File: src/rtl/rgc_defs.svh
/*
 Offsets, field positions, reset values and timing counts of the receiver
 gain control and signal-strength block. Assumes a 10-bit register address
 and a 100 MHz core clock.
*/
`ifndef RGC_DEFS_SVH
`define RGC_DEFS_SVH

`define RGC_OFF_DISC_BW 10'h10f
`define RGC_OFF_DISC_PHASE 10'h112
`define RGC_OFF_LOCK_CFG 10'h113
`define RGC_OFF_DEMOD_CFG 10'h115
`define RGC_OFF_STRENGTH 10'h312
`define RGC_OFF_CONV_LO 10'h327
`define RGC_OFF_CONV_HI 10'h328
`define RGC_OFF_DWELL_DIV 10'h32f
`define RGC_OFF_OVERRIDE 10'h35d
`define RGC_OFF_RAISE_TH 10'h35e
`define RGC_OFF_CUT_TH 10'h35f
`define RGC_OFF_GAIN_STATE 10'h360
`define RGC_OFF_CONV_WORD 10'h361

`define RGC_RST_DWELL_DIV 8'h28
`define RGC_RST_RAISE_TH 8'h20
`define RGC_RST_CUT_TH 8'h60
`define RGC_RST_DISC_BW 8'h10
`define RGC_RST_ZERO 8'h00

`define RGC_OVR_HOLD_BIT 6
`define RGC_DEMOD_CORRELATOR 2'h0

`define RGC_CLK_PERIOD_NS 10
`define RGC_DWELL_TIME_NS 25000
`define RGC_DWELL_DIV_DEFAULT 40

`define RGC_STAGE_MIN 3'h1
`define RGC_STAGE_MAX 3'h6
`define RGC_CODE_S1 8'h00
`define RGC_CODE_S2 8'h01
`define RGC_CODE_S3 8'h02
`define RGC_CODE_S4 8'h0a
`define RGC_CODE_S5 8'h12
`define RGC_CODE_S6 8'h16

`endif

File: src/rtl/rgc_pkg.sv
/*
 Types of the receiver gain control block: lock modes, gain levels, the
 applied gain carrier and the strength measurement states.
 Assumes nothing beyond a SystemVerilog compiler.
*/
package rgc_pkg;

   typedef enum logic [1:0] {
      RGC_LOCK_FREE = 2'h0,
      RGC_LOCK_MANUAL = 2'h1,
      RGC_LOCK_HOLD = 2'h2,
      RGC_LOCK_PREAMBLE = 2'h3
   } rgc_lock_mode_t;

   typedef enum logic [1:0] {
      RGC_LVL_HIGH = 2'h0,
      RGC_LVL_MEDIUM = 2'h1,
      RGC_LVL_LOW = 2'h2
   } rgc_level_t;

   typedef struct packed {
      rgc_level_t filter;
      logic mixer_low;
      rgc_level_t lna;
   } rgc_gain_t;

   typedef enum logic [1:0] {
      RGC_MEAS_IDLE = 2'b01,
      RGC_MEAS_AVG = 2'b10
   } rgc_meas_t;

endpackage : rgc_pkg

File: src/rtl/rgc_top.sv
/*
 Receiver gain control, signal-strength converter and readback, and the
 correlator frequency demodulator, with a plain register port.
 Assumes all inputs synchronous to core_clk_i; the comparator answers the
 current trial code within the same cycle.
*/
// Design decision made here: the strobed register port.
`timescale 1ns/1ns
`default_nettype none
`include "rgc_defs.svh"

module rgc_top #(
   parameter int unsigned AVG_LOG2 = 3
) (
   input wire logic core_clk_i,
   input wire logic arst_n_i,
   input wire logic [9:0] reg_addr_i,
   input wire logic [7:0] reg_wdata_i,
   input wire logic reg_wr_i,
   input wire logic reg_rd_i,
   output logic [7:0] reg_rdata_o,
   input wire logic rx_active_i,
   input wire logic idle_on_i,
   input wire logic packet_mode_i,
   input wire logic preamble_det_i,
   input wire logic postamble_i,
   input wire logic packet_ok_i,
   input wire logic get_strength_cmd_i,
   input wire logic sar_cmp_i,
   output logic [7:0] sar_trial_o,
   input wire logic if_valid_i,
   input wire logic [7:0] if_i_i,
   input wire logic [7:0] if_q_i,
   output rgc_pkg::rgc_gain_t gain_o,
   output logic demod_bit_o,
   output logic demod_valid_o,
   output logic strength_busy_o
);

   localparam int unsigned DWELL_CYCLES =
      `RGC_DWELL_TIME_NS / `RGC_CLK_PERIOD_NS;
   localparam int unsigned PRESCALE = DWELL_CYCLES / `RGC_DWELL_DIV_DEFAULT;
   localparam logic [7:0] PRE_LAST = 8'(PRESCALE - 1);
   localparam int unsigned ACC_W = 8 + AVG_LOG2;
   localparam logic [AVG_LOG2-1:0] AVG_LAST = '1;

   logic [7:0] disc_bw_reg, disc_phase_reg, lock_cfg_reg, demod_cfg_reg;
   logic [7:0] dwell_div_reg, override_reg, raise_th_reg, cut_th_reg;
   logic [7:0] strength_reg, conv_reg, status_reg, post_level_reg;
   logic [7:0] sar_ptr_reg, sar_kept;
   logic conv_valid_reg;
   logic [7:0] pre_cnt_reg, dwell_cnt_reg, div_eff;
   logic pre_tick, dwell_tick, locked_reg, adjust_en;
   logic [2:0] stage_reg;
   rgc_pkg::rgc_lock_mode_t lock_mode;
   rgc_pkg::rgc_meas_t meas_reg;
   logic [ACC_W-1:0] acc_reg, acc_next;
   logic [AVG_LOG2-1:0] avg_cnt_reg;
   logic [3:0] i_hist_reg, q_hist_reg;
   logic [7:0] win_cnt_reg, win_len;
   logic [8:0] cnt_a_reg, cnt_b_reg, cnt_a_next, cnt_b_next;
   logic i_now, q_now, i_del, q_del, pos_hit, neg_hit, demod_en;

   assign lock_mode = rgc_pkg::rgc_lock_mode_t'(lock_cfg_reg[1:0]);
   assign demod_en = demod_cfg_reg[1:0] == `RGC_DEMOD_CORRELATOR;

   function automatic rgc_pkg::rgc_gain_t stage_gain(input logic [2:0] s);
      rgc_pkg::rgc_gain_t g;
      g.lna = rgc_pkg::RGC_LVL_LOW;
      g.mixer_low = 1'b1;
      g.filter = rgc_pkg::RGC_LVL_HIGH;
      case (s)
         3'h1: begin
            g.lna = rgc_pkg::RGC_LVL_HIGH;
            g.mixer_low = 1'b0;
         end
         3'h2: g.lna = rgc_pkg::RGC_LVL_HIGH;
         3'h3: g.lna = rgc_pkg::RGC_LVL_MEDIUM;
         3'h4: g.filter = rgc_pkg::RGC_LVL_HIGH;
         3'h5: g.filter = rgc_pkg::RGC_LVL_MEDIUM;
         default: g.filter = rgc_pkg::RGC_LVL_LOW;
      endcase
      return g;
   endfunction : stage_gain

   function automatic logic [7:0] stage_code(input logic [2:0] s);
      case (s)
         3'h1: stage_code = `RGC_CODE_S1;
         3'h2: stage_code = `RGC_CODE_S2;
         3'h3: stage_code = `RGC_CODE_S3;
         3'h4: stage_code = `RGC_CODE_S4;
         3'h5: stage_code = `RGC_CODE_S5;
         default: stage_code = `RGC_CODE_S6;
      endcase
   endfunction : stage_code

   // Software-written configuration
   always_ff @(posedge core_clk_i or negedge arst_n_i) begin
      if (!arst_n_i) begin
         disc_bw_reg <= `RGC_RST_DISC_BW;
         disc_phase_reg <= `RGC_RST_ZERO;
         lock_cfg_reg <= `RGC_RST_ZERO;
         demod_cfg_reg <= `RGC_RST_ZERO;
         dwell_div_reg <= `RGC_RST_DWELL_DIV;
         override_reg <= `RGC_RST_ZERO;
         raise_th_reg <= `RGC_RST_RAISE_TH;
         cut_th_reg <= `RGC_RST_CUT_TH;
      end else if (reg_wr_i) begin
         case (reg_addr_i)
            `RGC_OFF_DISC_BW: disc_bw_reg <= reg_wdata_i;
            `RGC_OFF_DISC_PHASE: disc_phase_reg <= reg_wdata_i;
            `RGC_OFF_LOCK_CFG: lock_cfg_reg <= reg_wdata_i;
            `RGC_OFF_DEMOD_CFG: demod_cfg_reg <= reg_wdata_i;
            `RGC_OFF_DWELL_DIV: dwell_div_reg <= reg_wdata_i;
            `RGC_OFF_OVERRIDE: override_reg <= reg_wdata_i;
            `RGC_OFF_RAISE_TH: raise_th_reg <= reg_wdata_i;
            `RGC_OFF_CUT_TH: cut_th_reg <= reg_wdata_i;
            default: ;
         endcase
      end
   end

   // Readback, one cycle after the read strobe
   always_ff @(posedge core_clk_i or negedge arst_n_i) begin
      if (!arst_n_i) begin
         reg_rdata_o <= 8'h00;
      end else if (reg_rd_i) begin
         case (reg_addr_i)
            `RGC_OFF_DISC_BW: reg_rdata_o <= disc_bw_reg;
            `RGC_OFF_DISC_PHASE: reg_rdata_o <= disc_phase_reg;
            `RGC_OFF_LOCK_CFG: reg_rdata_o <= lock_cfg_reg;
            `RGC_OFF_DEMOD_CFG: reg_rdata_o <= demod_cfg_reg;
            `RGC_OFF_STRENGTH: reg_rdata_o <= strength_reg;
            `RGC_OFF_CONV_LO: reg_rdata_o <= conv_reg;
            `RGC_OFF_CONV_HI: reg_rdata_o <= 8'h00;
            `RGC_OFF_DWELL_DIV: reg_rdata_o <= dwell_div_reg;
            `RGC_OFF_OVERRIDE: reg_rdata_o <= override_reg;
            `RGC_OFF_RAISE_TH: reg_rdata_o <= raise_th_reg;
            `RGC_OFF_CUT_TH: reg_rdata_o <= cut_th_reg;
            `RGC_OFF_GAIN_STATE: reg_rdata_o <= status_reg;
            `RGC_OFF_CONV_WORD: reg_rdata_o <= {1'b0, conv_reg[7:1]};
            default: reg_rdata_o <= 8'h00;
         endcase
      end else begin
         reg_rdata_o <= 8'h00;
      end
   end

   // Successive approximation, MSB first, restarts after each result
   assign sar_kept = sar_cmp_i ? sar_trial_o : (sar_trial_o & ~sar_ptr_reg);
   always_ff @(posedge core_clk_i or negedge arst_n_i) begin
      if (!arst_n_i) begin
         sar_ptr_reg <= 8'h80;
         sar_trial_o <= 8'h80;
         conv_reg <= 8'h00;
         conv_valid_reg <= 1'b0;
      end else if (sar_ptr_reg[0]) begin
         conv_reg <= sar_kept;
         conv_valid_reg <= 1'b1;
         sar_ptr_reg <= 8'h80;
         sar_trial_o <= 8'h80;
      end else begin
         conv_valid_reg <= 1'b0;
         sar_ptr_reg <= sar_ptr_reg >> 1;
         sar_trial_o <= sar_kept | (sar_ptr_reg >> 1);
      end
   end

   // Dwell timing: fixed prescaler times the programmed divider
   assign div_eff = (dwell_div_reg == 8'h00) ? 8'h01 : dwell_div_reg;
   assign pre_tick = pre_cnt_reg == PRE_LAST;
   assign dwell_tick = pre_tick && (dwell_cnt_reg >= div_eff - 8'h01);
   always_ff @(posedge core_clk_i or negedge arst_n_i) begin
      if (!arst_n_i) begin
         pre_cnt_reg <= 8'h00;
         dwell_cnt_reg <= 8'h00;
      end else begin
         pre_cnt_reg <= pre_tick ? 8'h00 : pre_cnt_reg + 8'h01;
         if (dwell_tick) begin
            dwell_cnt_reg <= 8'h00;
         end else if (pre_tick) begin
            dwell_cnt_reg <= dwell_cnt_reg + 8'h01;
         end
      end
   end

   // Preamble lock, released when receive ends
   always_ff @(posedge core_clk_i or negedge arst_n_i) begin
      if (!arst_n_i) begin
         locked_reg <= 1'b0;
      end else if (rx_active_i && preamble_det_i &&
                   lock_mode == rgc_pkg::RGC_LOCK_PREAMBLE) begin
         locked_reg <= 1'b1;
      end else if (!rx_active_i) begin
         locked_reg <= 1'b0;
      end
   end

   assign adjust_en = rx_active_i && !override_reg[`RGC_OVR_HOLD_BIT] &&
      (lock_mode == rgc_pkg::RGC_LOCK_FREE ||
       (lock_mode == rgc_pkg::RGC_LOCK_PREAMBLE && !locked_reg));

   // Stage stepping
   always_ff @(posedge core_clk_i or negedge arst_n_i) begin
      if (!arst_n_i) begin
         stage_reg <= `RGC_STAGE_MIN;
      end else if (dwell_tick && adjust_en) begin
         if (conv_reg > cut_th_reg && stage_reg < `RGC_STAGE_MAX) begin
            stage_reg <= stage_reg + 3'h1;
         end else if (conv_reg < raise_th_reg &&
                      stage_reg > `RGC_STAGE_MIN) begin
            stage_reg <= stage_reg - 3'h1;
         end
      end
   end

   // Applied gains and their status code
   always_ff @(posedge core_clk_i or negedge arst_n_i) begin
      if (!arst_n_i) begin
         gain_o <= stage_gain(`RGC_STAGE_MIN);
         status_reg <= `RGC_CODE_S1;
      end else if (lock_mode == rgc_pkg::RGC_LOCK_MANUAL) begin
         gain_o <= rgc_pkg::rgc_gain_t'(override_reg[4:0]);
         status_reg <= {3'h0, override_reg[4:0]};
      end else begin
         gain_o <= stage_gain(stage_reg);
         status_reg <= stage_code(stage_reg);
      end
   end

   // Strength captures: postamble level and filtered get-strength
   assign acc_next = acc_reg + ACC_W'(conv_reg);
   always_ff @(posedge core_clk_i or negedge arst_n_i) begin
      if (!arst_n_i) begin
         post_level_reg <= 8'h00;
      end else if (postamble_i && conv_valid_reg) begin
         post_level_reg <= conv_reg;
      end
   end

   always_ff @(posedge core_clk_i or negedge arst_n_i) begin
      if (!arst_n_i) begin
         meas_reg <= rgc_pkg::RGC_MEAS_IDLE;
         acc_reg <= '0;
         avg_cnt_reg <= '0;
         strength_reg <= 8'h00;
         strength_busy_o <= 1'b0;
      end else begin
         case (meas_reg)
            rgc_pkg::RGC_MEAS_IDLE: begin
               if (packet_ok_i && packet_mode_i && demod_en) begin
                  strength_reg <= post_level_reg;
               end
               if (get_strength_cmd_i && idle_on_i) begin
                  meas_reg <= rgc_pkg::RGC_MEAS_AVG;
                  acc_reg <= '0;
                  avg_cnt_reg <= '0;
                  strength_busy_o <= 1'b1;
               end
            end
            rgc_pkg::RGC_MEAS_AVG: begin
               if (conv_valid_reg) begin
                  acc_reg <= acc_next;
                  avg_cnt_reg <= avg_cnt_reg + AVG_LOG2'(1);
                  if (avg_cnt_reg == AVG_LAST) begin
                     strength_reg <= acc_next[ACC_W-1:AVG_LOG2];
                     meas_reg <= rgc_pkg::RGC_MEAS_IDLE;
                     strength_busy_o <= 1'b0;
                  end
               end
            end
            default: begin
               meas_reg <= rgc_pkg::RGC_MEAS_IDLE;
               strength_busy_o <= 1'b0;
            end
         endcase
      end
   end

   // Correlator demodulator on hard-limited IQ
   assign i_now = if_i_i[7];
   assign q_now = if_q_i[7];
   assign i_del = i_hist_reg[disc_phase_reg[1:0]];
   assign q_del = q_hist_reg[disc_phase_reg[1:0]];
   assign pos_hit = (i_now == q_del) && (q_now != i_del);
   assign neg_hit = (i_now != q_del) && (q_now == i_del);
   assign cnt_a_next = cnt_a_reg + {8'h00, pos_hit};
   assign cnt_b_next = cnt_b_reg + {8'h00, neg_hit};
   assign win_len = (disc_bw_reg == 8'h00) ? 8'h01 : disc_bw_reg;

   always_ff @(posedge core_clk_i or negedge arst_n_i) begin
      if (!arst_n_i) begin
         i_hist_reg <= 4'h0;
         q_hist_reg <= 4'h0;
         win_cnt_reg <= 8'h00;
         cnt_a_reg <= 9'h000;
         cnt_b_reg <= 9'h000;
         demod_bit_o <= 1'b0;
         demod_valid_o <= 1'b0;
      end else if (!demod_en) begin
         win_cnt_reg <= 8'h00;
         cnt_a_reg <= 9'h000;
         cnt_b_reg <= 9'h000;
         demod_valid_o <= 1'b0;
      end else if (if_valid_i) begin
         i_hist_reg <= {i_hist_reg[2:0], i_now};
         q_hist_reg <= {q_hist_reg[2:0], q_now};
         if (win_cnt_reg >= win_len - 8'h01) begin
            demod_bit_o <= cnt_a_next > cnt_b_next;
            demod_valid_o <= 1'b1;
            win_cnt_reg <= 8'h00;
            cnt_a_reg <= 9'h000;
            cnt_b_reg <= 9'h000;
         end else begin
            demod_valid_o <= 1'b0;
            win_cnt_reg <= win_cnt_reg + 8'h01;
            cnt_a_reg <= cnt_a_next;
            cnt_b_reg <= cnt_b_next;
         end
      end else begin
         demod_valid_o <= 1'b0;
      end
   end

   // Checks
   a_stage_bounds: assert property (@(posedge core_clk_i)
      disable iff (!arst_n_i)
      stage_reg >= `RGC_STAGE_MIN && stage_reg <= `RGC_STAGE_MAX)
      else $error("gain stage out of range");

   a_step_per_dwell: assert property (@(posedge core_clk_i)
      disable iff (!arst_n_i)
      !dwell_tick |=> $stable(stage_reg))
      else $error("stage moved without a dwell tick");

   a_cut_lowers: assert property (@(posedge core_clk_i)
      disable iff (!arst_n_i)
      dwell_tick && adjust_en && conv_reg > cut_th_reg &&
      stage_reg < `RGC_STAGE_MAX |=> stage_reg == $past(stage_reg) + 3'h1)
      else $error("strong signal did not cut gain");

   a_raise_gain: assert property (@(posedge core_clk_i)
      disable iff (!arst_n_i)
      dwell_tick && adjust_en && conv_reg <= cut_th_reg &&
      conv_reg < raise_th_reg && stage_reg > `RGC_STAGE_MIN
      |=> stage_reg == $past(stage_reg) - 3'h1)
      else $error("weak signal did not raise gain");

   a_hold_mode: assert property (@(posedge core_clk_i)
      disable iff (!arst_n_i)
      lock_mode == rgc_pkg::RGC_LOCK_HOLD |=> $stable(stage_reg))
      else $error("stage changed in hold mode");

   a_manual_apply: assert property (@(posedge core_clk_i)
      disable iff (!arst_n_i)
      lock_mode == rgc_pkg::RGC_LOCK_MANUAL
      |=> gain_o == rgc_pkg::rgc_gain_t'($past(override_reg[4:0])))
      else $error("manual gains not applied");

   a_status_match: assert property (@(posedge core_clk_i)
      disable iff (!arst_n_i)
      lock_mode != rgc_pkg::RGC_LOCK_MANUAL ##1
      $stable(stage_reg) && lock_mode != rgc_pkg::RGC_LOCK_MANUAL
      |-> status_reg == stage_code(stage_reg) &&
      gain_o == stage_gain(stage_reg))
      else $error("status disagrees with applied stage");

   a_sar_period: assert property (@(posedge core_clk_i)
      disable iff (!arst_n_i)
      conv_valid_reg |=> !conv_valid_reg [*7] ##1 conv_valid_reg)
      else $error("conversion not every eight cycles");

   a_packet_capture: assert property (@(posedge core_clk_i)
      disable iff (!arst_n_i)
      meas_reg == rgc_pkg::RGC_MEAS_IDLE && packet_ok_i &&
      (!packet_mode_i || !demod_en) |=> $stable(strength_reg))
      else $error("strength captured outside packet FSK");

   a_demod_off: assert property (@(posedge core_clk_i)
      disable iff (!arst_n_i)
      !demod_en |=> !demod_valid_o)
      else $error("demodulator output while not selected");

endmodule : rgc_top

`default_nettype wire

File: config.mk
export PLATFORM = sky130hd
export DESIGN_NAME = rgc_top
export DESIGN_NICKNAME = d
export VERILOG_FILES = /design/src/rtl/rgc_pkg.sv /design/src/rtl/rgc_top.sv
export VERILOG_INCLUDE_DIRS = /design/src /design/src/rtl
export SDC_FILE = /design/constraint.sdc
export NUM_CORES = 1
export LEC_CHECK = 0
export BUFFER_PORTS_ARGS = -buffer_cell sky130_fd_sc_hd__buf_2
export CELL_PAD_IN_SITES_DETAIL_PLACEMENT = 0
export CELL_PAD_IN_SITES_GLOBAL_PLACEMENT = 1
export CORE_MARGIN = 3
export CORE_UTILIZATION = 52
export CTS_CLUSTER_DIAMETER = 60
export DETAILED_ROUTE_END_ITERATION = 12
export PLACE_DENSITY_LB_ADDON = 0.1
export SLEW_MARGIN = 20
export SYNTH_ARGS = -nofsm -noshare
export SYNTH_HDL_FRONTEND = slang
export SYNTH_SLANG_ARGS = --single-unit
File: constraint.sdc
create_clock -name core_clk_i -period 8.35 [get_ports core_clk_i]
set_input_delay 2.505 -clock core_clk_i [delete_from_list [all_inputs] [get_ports core_clk_i]]
set_output_delay 2.505 -clock core_clk_i [all_outputs]
set_load 0.03 [all_outputs]
==> flow_metrics.env, run 1 <==
export IMPL_fin_skew_ns=0.0109
export IMPL_grt_pass1_vias=7557
export IMPL_async_flop_share=1.00
export IMPL_hpwl_mm=18.0
export IMPL_antenna_found_initial=0
export IMPL_clock_path_buffers=2
export IMPL_syn2layout_area_growth_pct=11.0
export IMPL_worstPathCellList="buf_2 -> xnor2_1 -> and2_1 -> ha_1 -> ha_1 -> and3_1 -> and3_1 -> nand3_1 -> xnor2_1 -> ha_1 -> nand3_1 -> nor3_1 -> a21oi_1 -> mux2_2"
export IMPL_cp_slowest_cell="ha_1"
export IMPL_crit_fanout=4
export IMPL_postCtsHoldBufs=0
export IMPL_yosys_area_top_type="dfrtp_1"
export IMPL_post_cts_buffers=0
export IMPL_ant_nets=0
export IMPL_layout_nets=1178
export IMPL_n_fill_cell=1711
export IMPL_cts_buffers=17
export IMPL_largest_register_ffs=11
export IMPL_cap_violations=0
export IMPL_drv_slew=0
export IMPL_synth_seq_cells=195
export IMPL_viasPerCell=5.80
export IMPL_place_gp_congestion=0.901
export IMPL_grt_usage=0.238
export IMPL_synth_top_cells_by_area="dfrtp_1 44%, mux2_2 8.4%, ha_1 7.8%"
export IMPL_whs_path_depth=2
export IMPL_r2r_cells=14
export IMPL_core_um2=19700
export IMPL_worst_ir_drop_vdd_uv=128
export IMPL_chipWidth_um=149
export IMPL_fmax_ghz=0.207
export IMPL_power_density_nw_per_um2=177
export IMPL_vias=7788
export IMPL_synthCells=1009
export IMPL_drt_iter0_drc=461
export IMPL_clock_root_buffer="clkbuf_16"
export IMPL_htreeDepth=4
export IMPL_min_period_ns=4.84
export IMPL_start_util=0.536
export IMPL_synth_edf_count=0
export IMPL_ys_seq_area_frac=0.463
export IMPL_die_area_um2=22100
export IMPL_end_kind="flop"
export IMPL_totalPowerFinal_mw=2.07
export IMPL_path_buf_inv=1
export IMPL_syn_area_um2=10600
export IMPL_worst_pin_slew_ns=0.994
export IMPL_start_kind="input port"
export IMPL_ys_flop_type="dfrtp_1"
export IMPL_dr_pass1_iters=5
export IMPL_grt_pass1_wl_mm=41.3
export IMPL_path_clk_slew_ns=0.08
export IMPL_synth_avg_cell_area_um2=10.5
export IMPL_grt_max_degree=82
export IMPL_p_leak_nw=5.49
export IMPL_setup_viol=0
export IMPL_final_hold_viol_count=0
export IMPL_tns_ns=0
export IMPL_relSlewSlack=0.338
export IMPL_wl_per_cell_um=18.8
export IMPL_fin_crit_sh=0.579
export IMPL_rows=51
export IMPL_synth_most_common_cell="dfrtp_1"
export IMPL_post_route_drc_count=0
export IMPL_critPathKind="input port to flop"
export IMPL_fp_dieH_um=149
export IMPL_num_antenna_cells=0
export IMPL_cts_tree="yes"
export IMPL_critical_path_max_stage_delay_ns=0.30
export IMPL_drt_total_wl_mm=25.2
export IMPL_worstSetupPathDepth=14
export IMPL_drive_above_1_share=0.195
export IMPL_yosys_area_top_type_share=0.438
export IMPL_status="finished, final reports clean"
export IMPL_crit_required_ns=8.67
export IMPL_rsz0062_at_grt="no"
export IMPL_portBuffers=56
export IMPL_cp_common_cell="ha_1"
export IMPL_grt_overflow=0
export IMPL_yosysWarnings=0
export IMPL_hold_path_class="flop to flop"
export IMPL_ys_types=74
export IMPL_clkLatencyLatePin_ns=0.44
export IMPL_cp_top_family="simple AND/OR/NAND/NOR gates"
export IMPL_synth_nets=1123
export IMPL_synth_common_cells="185 x dfrtp_1, 109 x nand2_1, 79 x mux2_2, 66 x ha_1, 60 x nor2_1"
export IMPL_io_pins=71
export IMPL_cts_resized=0
export IMPL_worstPathArrival_ns=5.16
export IMPL_cts_sinks=195
-- tightest hold or removal path, cell delays in order (launching register included) --
cell and delay (ns):
dfrtp_1 0.35, nand2_1 0.05, o31ai_1 0.06
-- kinds of logic after synthesis --
kind of cell               synth area share
adders and majority gates            0.0801
and+or+nand+nor                       0.167
buffers and inverters                0.0236
DFF                                   0.463
xor gates and xnor gates             0.0373
AOI/OAI and AO/OA                     0.132
muxes                                0.0966
-- power by group --
group / total [mW] / internal [mW] / switching (mW)
Sequential: 0.993 / 0.970 / 0.0230
Clock: 0.828 / 0.408 / 0.420
Combinational: 0.253 / 0.0946 / 0.158
-- metrics by stage --
| step | hold slack, ns | utilization | area, µm² | setup WS (ns) | std cells |
|---|---|---|---|---|---|
| CTS | 0.490 | 0.594 | 11700 | 3.48 | 1342 |
| global route | 0.499 | 0.594 | 11700 | 3.26 | 1342 |
| finish | 0.488 | 0.594 | 11700 | 3.51 | 1342 |
| detailed placement | 0.471 | 0.564 | 11100 | 3.03 | 1310 |
| global placement | 0.454 | 0.564 | 11100 | 3.06 | 1310 |
| floorplan | 0.418 | - | 10600 | 3.57 | 1009 |
-- routing by layer --
layer  up-vias  global-route usage  wire length (µm)
met5         -                   0                 0
met1      3800               0.345             12000
met3        18              0.0579              1500
li1       3795                   -                 -
met4         0              0.0522               301
met2       175               0.365             11400
-- cell usage in the layout, fill, tap and decap left out, drive strengths merged, types with 18 or more instances in the layout --
cell type,n
dfrtp,185
mux2,80
nor2b,25
nor2,60
o21ai,57
xnor2,24
ha,66
nand2,111
buf,61
xor2,21
inv,43
a21oi,41
clkbuf,18
nand3,41
-- path summary, 6_finish.rpt --
check	to	startpoint	slack (ns)
min	acc_reg[6]$_DFFE_PN0P_	acc_reg[6]$_DFFE_PN0P_	0.49
min reg2reg	acc_reg[6]$_DFFE_PN0P_	acc_reg[6]$_DFFE_PN0P_	0.49
min in group asynchronous	cnt_b_reg[6]$_DFFE_PN0P_	arst_n_i	2.07
max reg2reg	stage_reg[1]$_DFFE_PN0P_	dwell_div_reg[4]$_DFFE_PN0P_	4.30
max in group asynchronous	demod_cfg_reg[5]$_DFFE_PN0P_	arst_n_i	5.03
max	demod_bit_o$_DFFE_PN0P_	if_i_i[7]	3.51
-- area by class of cell --
| class | count | area, µm² | share of cell area |
|---|---|---|---|
| Multi-Input combinational cell | 753 | 5420 | 0.463 |
| Sequential cell | 195 | 4890 | 0.417 |
| Clock buffer | 17 | 425 | 0.0363 |
| Timing Repair Buffer | 62 | 334 | 0.0285 |
| Tap cell | 265 | 332 | 0.0283 |
| Clock inverter | 15 | 181 | 0.0155 |
| Inverter | 35 | 131 | 0.0112 |
No activity file was read; power rests on OpenSTA's default activity.
==> run 2: changes to the inputs <==
--- a/config.mk
+++ b/config.mk
@@ -6,11 +6,12 @@
 export SDC_FILE = /design/constraint.sdc
 export NUM_CORES = 1
 export LEC_CHECK = 0
+export ABC_AREA = 1
 export BUFFER_PORTS_ARGS = -buffer_cell sky130_fd_sc_hd__buf_2
 export CELL_PAD_IN_SITES_DETAIL_PLACEMENT = 0
 export CELL_PAD_IN_SITES_GLOBAL_PLACEMENT = 1
 export CORE_MARGIN = 3
-export CORE_UTILIZATION = 52
+export CORE_UTILIZATION = 46
 export CTS_CLUSTER_DIAMETER = 60
 export DETAILED_ROUTE_END_ITERATION = 12
 export PLACE_DENSITY_LB_ADDON = 0.1
==> constraint.sdc (replaced) <==
create_clock -name core_clk_i -period 4.46 [get_ports core_clk_i]
set_input_delay 1.338 -clock core_clk_i [delete_from_list [all_inputs] [get_ports core_clk_i]]
set_output_delay 1.338 -clock core_clk_i [all_outputs]
set_load 0.03 [all_outputs]
==> run 2 against run 1 <==
Compared with the run above: clock skew is 0.0023 ns lower; die area is 19% higher; via count is 16% higher; final cell count is 33% higher; synthesized cell count is 39% higher; highest routed layer unchanged.
==> flow_metrics.env, run 2 <==
export IMPL_rsz0062_at_grt="no"
export IMPL_grt_usage=0.224
export IMPL_power_density_nw_per_um2=308
export IMPL_synth_simple_area_share=0.266
export IMPL_htreeDepth=4
export IMPL_drt_iter0_drc=510
export IMPL_path_clk_slew_ns=0.08
export IMPL_worst_ir_drop_vdd_uv=183
export IMPL_worst_slack_ns=0.808
export IMPL_post_cts_buffers=0
export IMPL_antenna_found_initial=0
export IMPL_relSlewSlack=0.430
export IMPL_yosys_area_top_type_share=0.413
export IMPL_crit_fanout=3
export IMPL_hold_path_class="flop to flop"
export IMPL_largest_register_ffs=11
export IMPL_min_period_ns=3.65
export IMPL_synth_edf_count=0
export IMPL_drv_slew=0
export IMPL_synth_seq_cells=195
export IMPL_fmax_ghz=0.274
export IMPL_core_um2=23700
export IMPL_tns_ns=0
export IMPL_cap_violations=0
export IMPL_io_pins=71
export IMPL_synthCells=1406
export IMPL_die_area_um2=26200
export IMPL_async_flop_share=1.00
export IMPL_viasPerCell=5.06
export IMPL_syn2layout_area_growth_pct=10.4
export IMPL_yosysWarnings=0
export IMPL_hpwl_mm=21.1
export IMPL_fin_crit_sh=0.819
export IMPL_gr_usage_met3=0.0344
export IMPL_p_leak_nw=6.23
export IMPL_ant_nets=0
export IMPL_cp_slowest_cell="ha_1"
export IMPL_layout_cells_most_common="nand2_1"
export IMPL_place_gp_congestion=0.867
export IMPL_grt_overflow=0
export IMPL_n_fill_cell=2382
export IMPL_seqCellArea_um2=4890
export IMPL_ys_types=44
export IMPL_synth_most_common_cell="nand2_1"
export IMPL_status="finished, final reports clean"
export IMPL_cts_resized=0
export IMPL_synth_top_cells_by_area="dfrtp_1 41%, nand2_1 13%, ha_1 7.4%"
export IMPL_final_hold_viol_count=0
export IMPL_rows=56
export IMPL_clkLatencyLatePin_ns=0.44
export IMPL_wl_per_cell_um=15.7
export IMPL_place_ws_ns=0.327
export IMPL_synth_xor_area_frac=0.0242
export IMPL_grt_pass1_wl_mm=46.5
export IMPL_critPathKind="input port to flop"
export IMPL_start_kind="input port"
export IMPL_ys_flop_type="dfrtp_1"
export IMPL_layout_nets=1573
export IMPL_top_usage_layer="met1"
export IMPL_end_kind="flop"
export IMPL_use_met1=0.346
export IMPL_portBuffers=56
export IMPL_postCtsHoldBufs=0
export IMPL_synth_common_cells="374 x nand2_1, 185 x dfrtp_1, 180 x inv_1, 113 x nor2_1, 83 x o21ai_0"
export IMPL_worst_pin_slew_ns=0.852
export IMPL_drt_total_wl_mm=28.2
export IMPL_worstPathCellList="buf_2 -> inv_1 -> xor2_1 -> inv_1 -> nor2_1 -> ha_1 -> ha_1 -> nand2_1 -> nor2_1 -> nand4_1 -> nor2_1 -> xor2_1 -> inv_1 -> ha_1 -> nand2_1 -> nor2_1 -> nand2_1 -> o211ai_1 -> nand2_1 -> o21ai_0"
export IMPL_worstPathArrival_ns=4.01
export IMPL_grt_util_met2=0.332
export IMPL_multi_input_area_um2=5410
export IMPL_grt_pass1_vias=8713
export IMPL_cts_buffers=17
export IMPL_drive_above_1_share=0.115
export IMPL_grt_max_degree=94
export IMPL_yosys_area_top_type="dfrtp_1"
export IMPL_final_cell_mix="374 x nand2_1, 185 x dfrtp_1, 180 x inv_1"
export IMPL_rrSetupSlack_ns=1.03
export IMPL_start_util=0.473
export IMPL_synth_top_family_by_area="simple AND/OR/NAND/NOR gates"
export IMPL_ys_seq_area_frac=0.437
export IMPL_clock_path_buffers=2
export IMPL_fin_skew_ns=0.00864
export IMPL_cts_tree="yes"
export IMPL_post_route_drc_count=0
export IMPL_dr_pass1_iters=5
export IMPL_synthMuxAreaShare=0.00201
export IMPL_setup_viol=0
export IMPL_vias=9062
export IMPL_clock_root_buffer="clkbuf_16"
export IMPL_syn_area_um2=11200
export IMPL_crit_required_ns=4.82
export IMPL_synth_compound_area_frac=0.115
export IMPL_critical_path_max_stage_delay_ns=0.32
export IMPL_chipWidth_um=162
export IMPL_synth_avg_cell_area_um2=7.96
export IMPL_fp_dieH_um=162
export IMPL_synth_nets=1520
export IMPL_synthAdderAreaFrac=0.0755
export IMPL_num_antenna_cells=0
export IMPL_cts_sinks=195
-- run 2: cell count changes in the layout (fill, tap and decap cells not counted), sizes merged, moves of 25 or more --
cell / previous run / this run
nand2: 111 / 391
inv: 43 / 193
o21ai: 57 / 152
mux2: 80 / 2
nor2: 60 / 125
nand3: 41 / 77
nand4: 12 / 46
nor2b: 25 / 0
-- run 2: final cells by class --
class,count,share of cell area
Clock inverter,15,0.0135
Tap cell,319,0.0323
Clock buffer,17,0.0344
Sequential cell,195,0.396
Multi-Input combinational cell,992,0.437
Inverter,188,0.0573
Timing Repair Buffer,65,0.0298
-- run 2: worst max-delay path: cells and delay by family --
family,cells,cell delay [ns]
AO/OA/AOI/OAI,2,0.32
adder cells (fa/ha/maj),3,0.68
XOR/XNOR,2,0.33
buffers and inverters,4,0.30
AND/OR/NAND/NOR,9,1.06
-- run 2: metal layers --
metal / wire length (µm) / part of all wire
met1: 14500 / 0.51
met2: 12300 / 0.44
met3: 1170 / 0.041
met4: 267 / 0.0095
met5: 0 / 0
-- run 2: kinds of logic (layout without fill, tap and decap cells) --
group / after synthesis / count (layout)
AOI/OAI and AO/OA: 232 / 232
xor gates and xnor gates: 31 / 31
adders and majority gates: 67 / 67
buffers and inverters: 219 / 285
DFF: 195 / 195
muxes: 2 / 2
and+or+nand+nor: 660 / 660
-- run 2: path summary, 6_finish.rpt --
kind / start / endpoint / cells past startpoint
max: if_i_i[7] / demod_bit_o$_DFFE_PN0P_ / 20
min: raise_th_reg[5]$_DFFE_PN1P_ / raise_th_reg[5]$_DFFE_PN1P_ / 2
max reg2reg: disc_phase_reg[0]$_DFFE_PN0P_ / demod_bit_o$_DFFE_PN0P_ / 21
min reg2reg: raise_th_reg[5]$_DFFE_PN1P_ / raise_th_reg[5]$_DFFE_PN1P_ / 2
max in group asynchronous: arst_n_i / dwell_div_reg[5]$_DFFE_PN1P_ / 2
min in group asynchronous: arst_n_i / cnt_b_reg[7]$_DFFE_PN0P_ / 1
-- run 2: through the flow --
| stage | cell area (µm²) | cells | util | hold slack [ns] | total power [mW] |
|---|---|---|---|---|---|
| floorplan | 11200 | 1406 | - | 0.370 | 2.12 |
| global placement | 11800 | 1759 | 0.497 | 0.463 | 2.28 |
| detailed placement | 11800 | 1759 | 0.497 | 0.466 | 2.28 |
| CTS | 12400 | 1791 | 0.522 | 0.478 | 3.86 |
| global route | 12400 | 1791 | 0.522 | 0.519 | 3.99 |
| finish | 12400 | 1791 | 0.522 | 0.477 | 3.81 |
-- run 2: report_power, final --
group	leakage [nW]	switching, mW	internal, mW	total (mW)
clock	0.282	0.766	0.799	1.57
combinational	3.41	0.284	0.124	0.408
sequential	2.54	0.0294	1.81	1.84
total	6.23	1.08	2.73	3.81
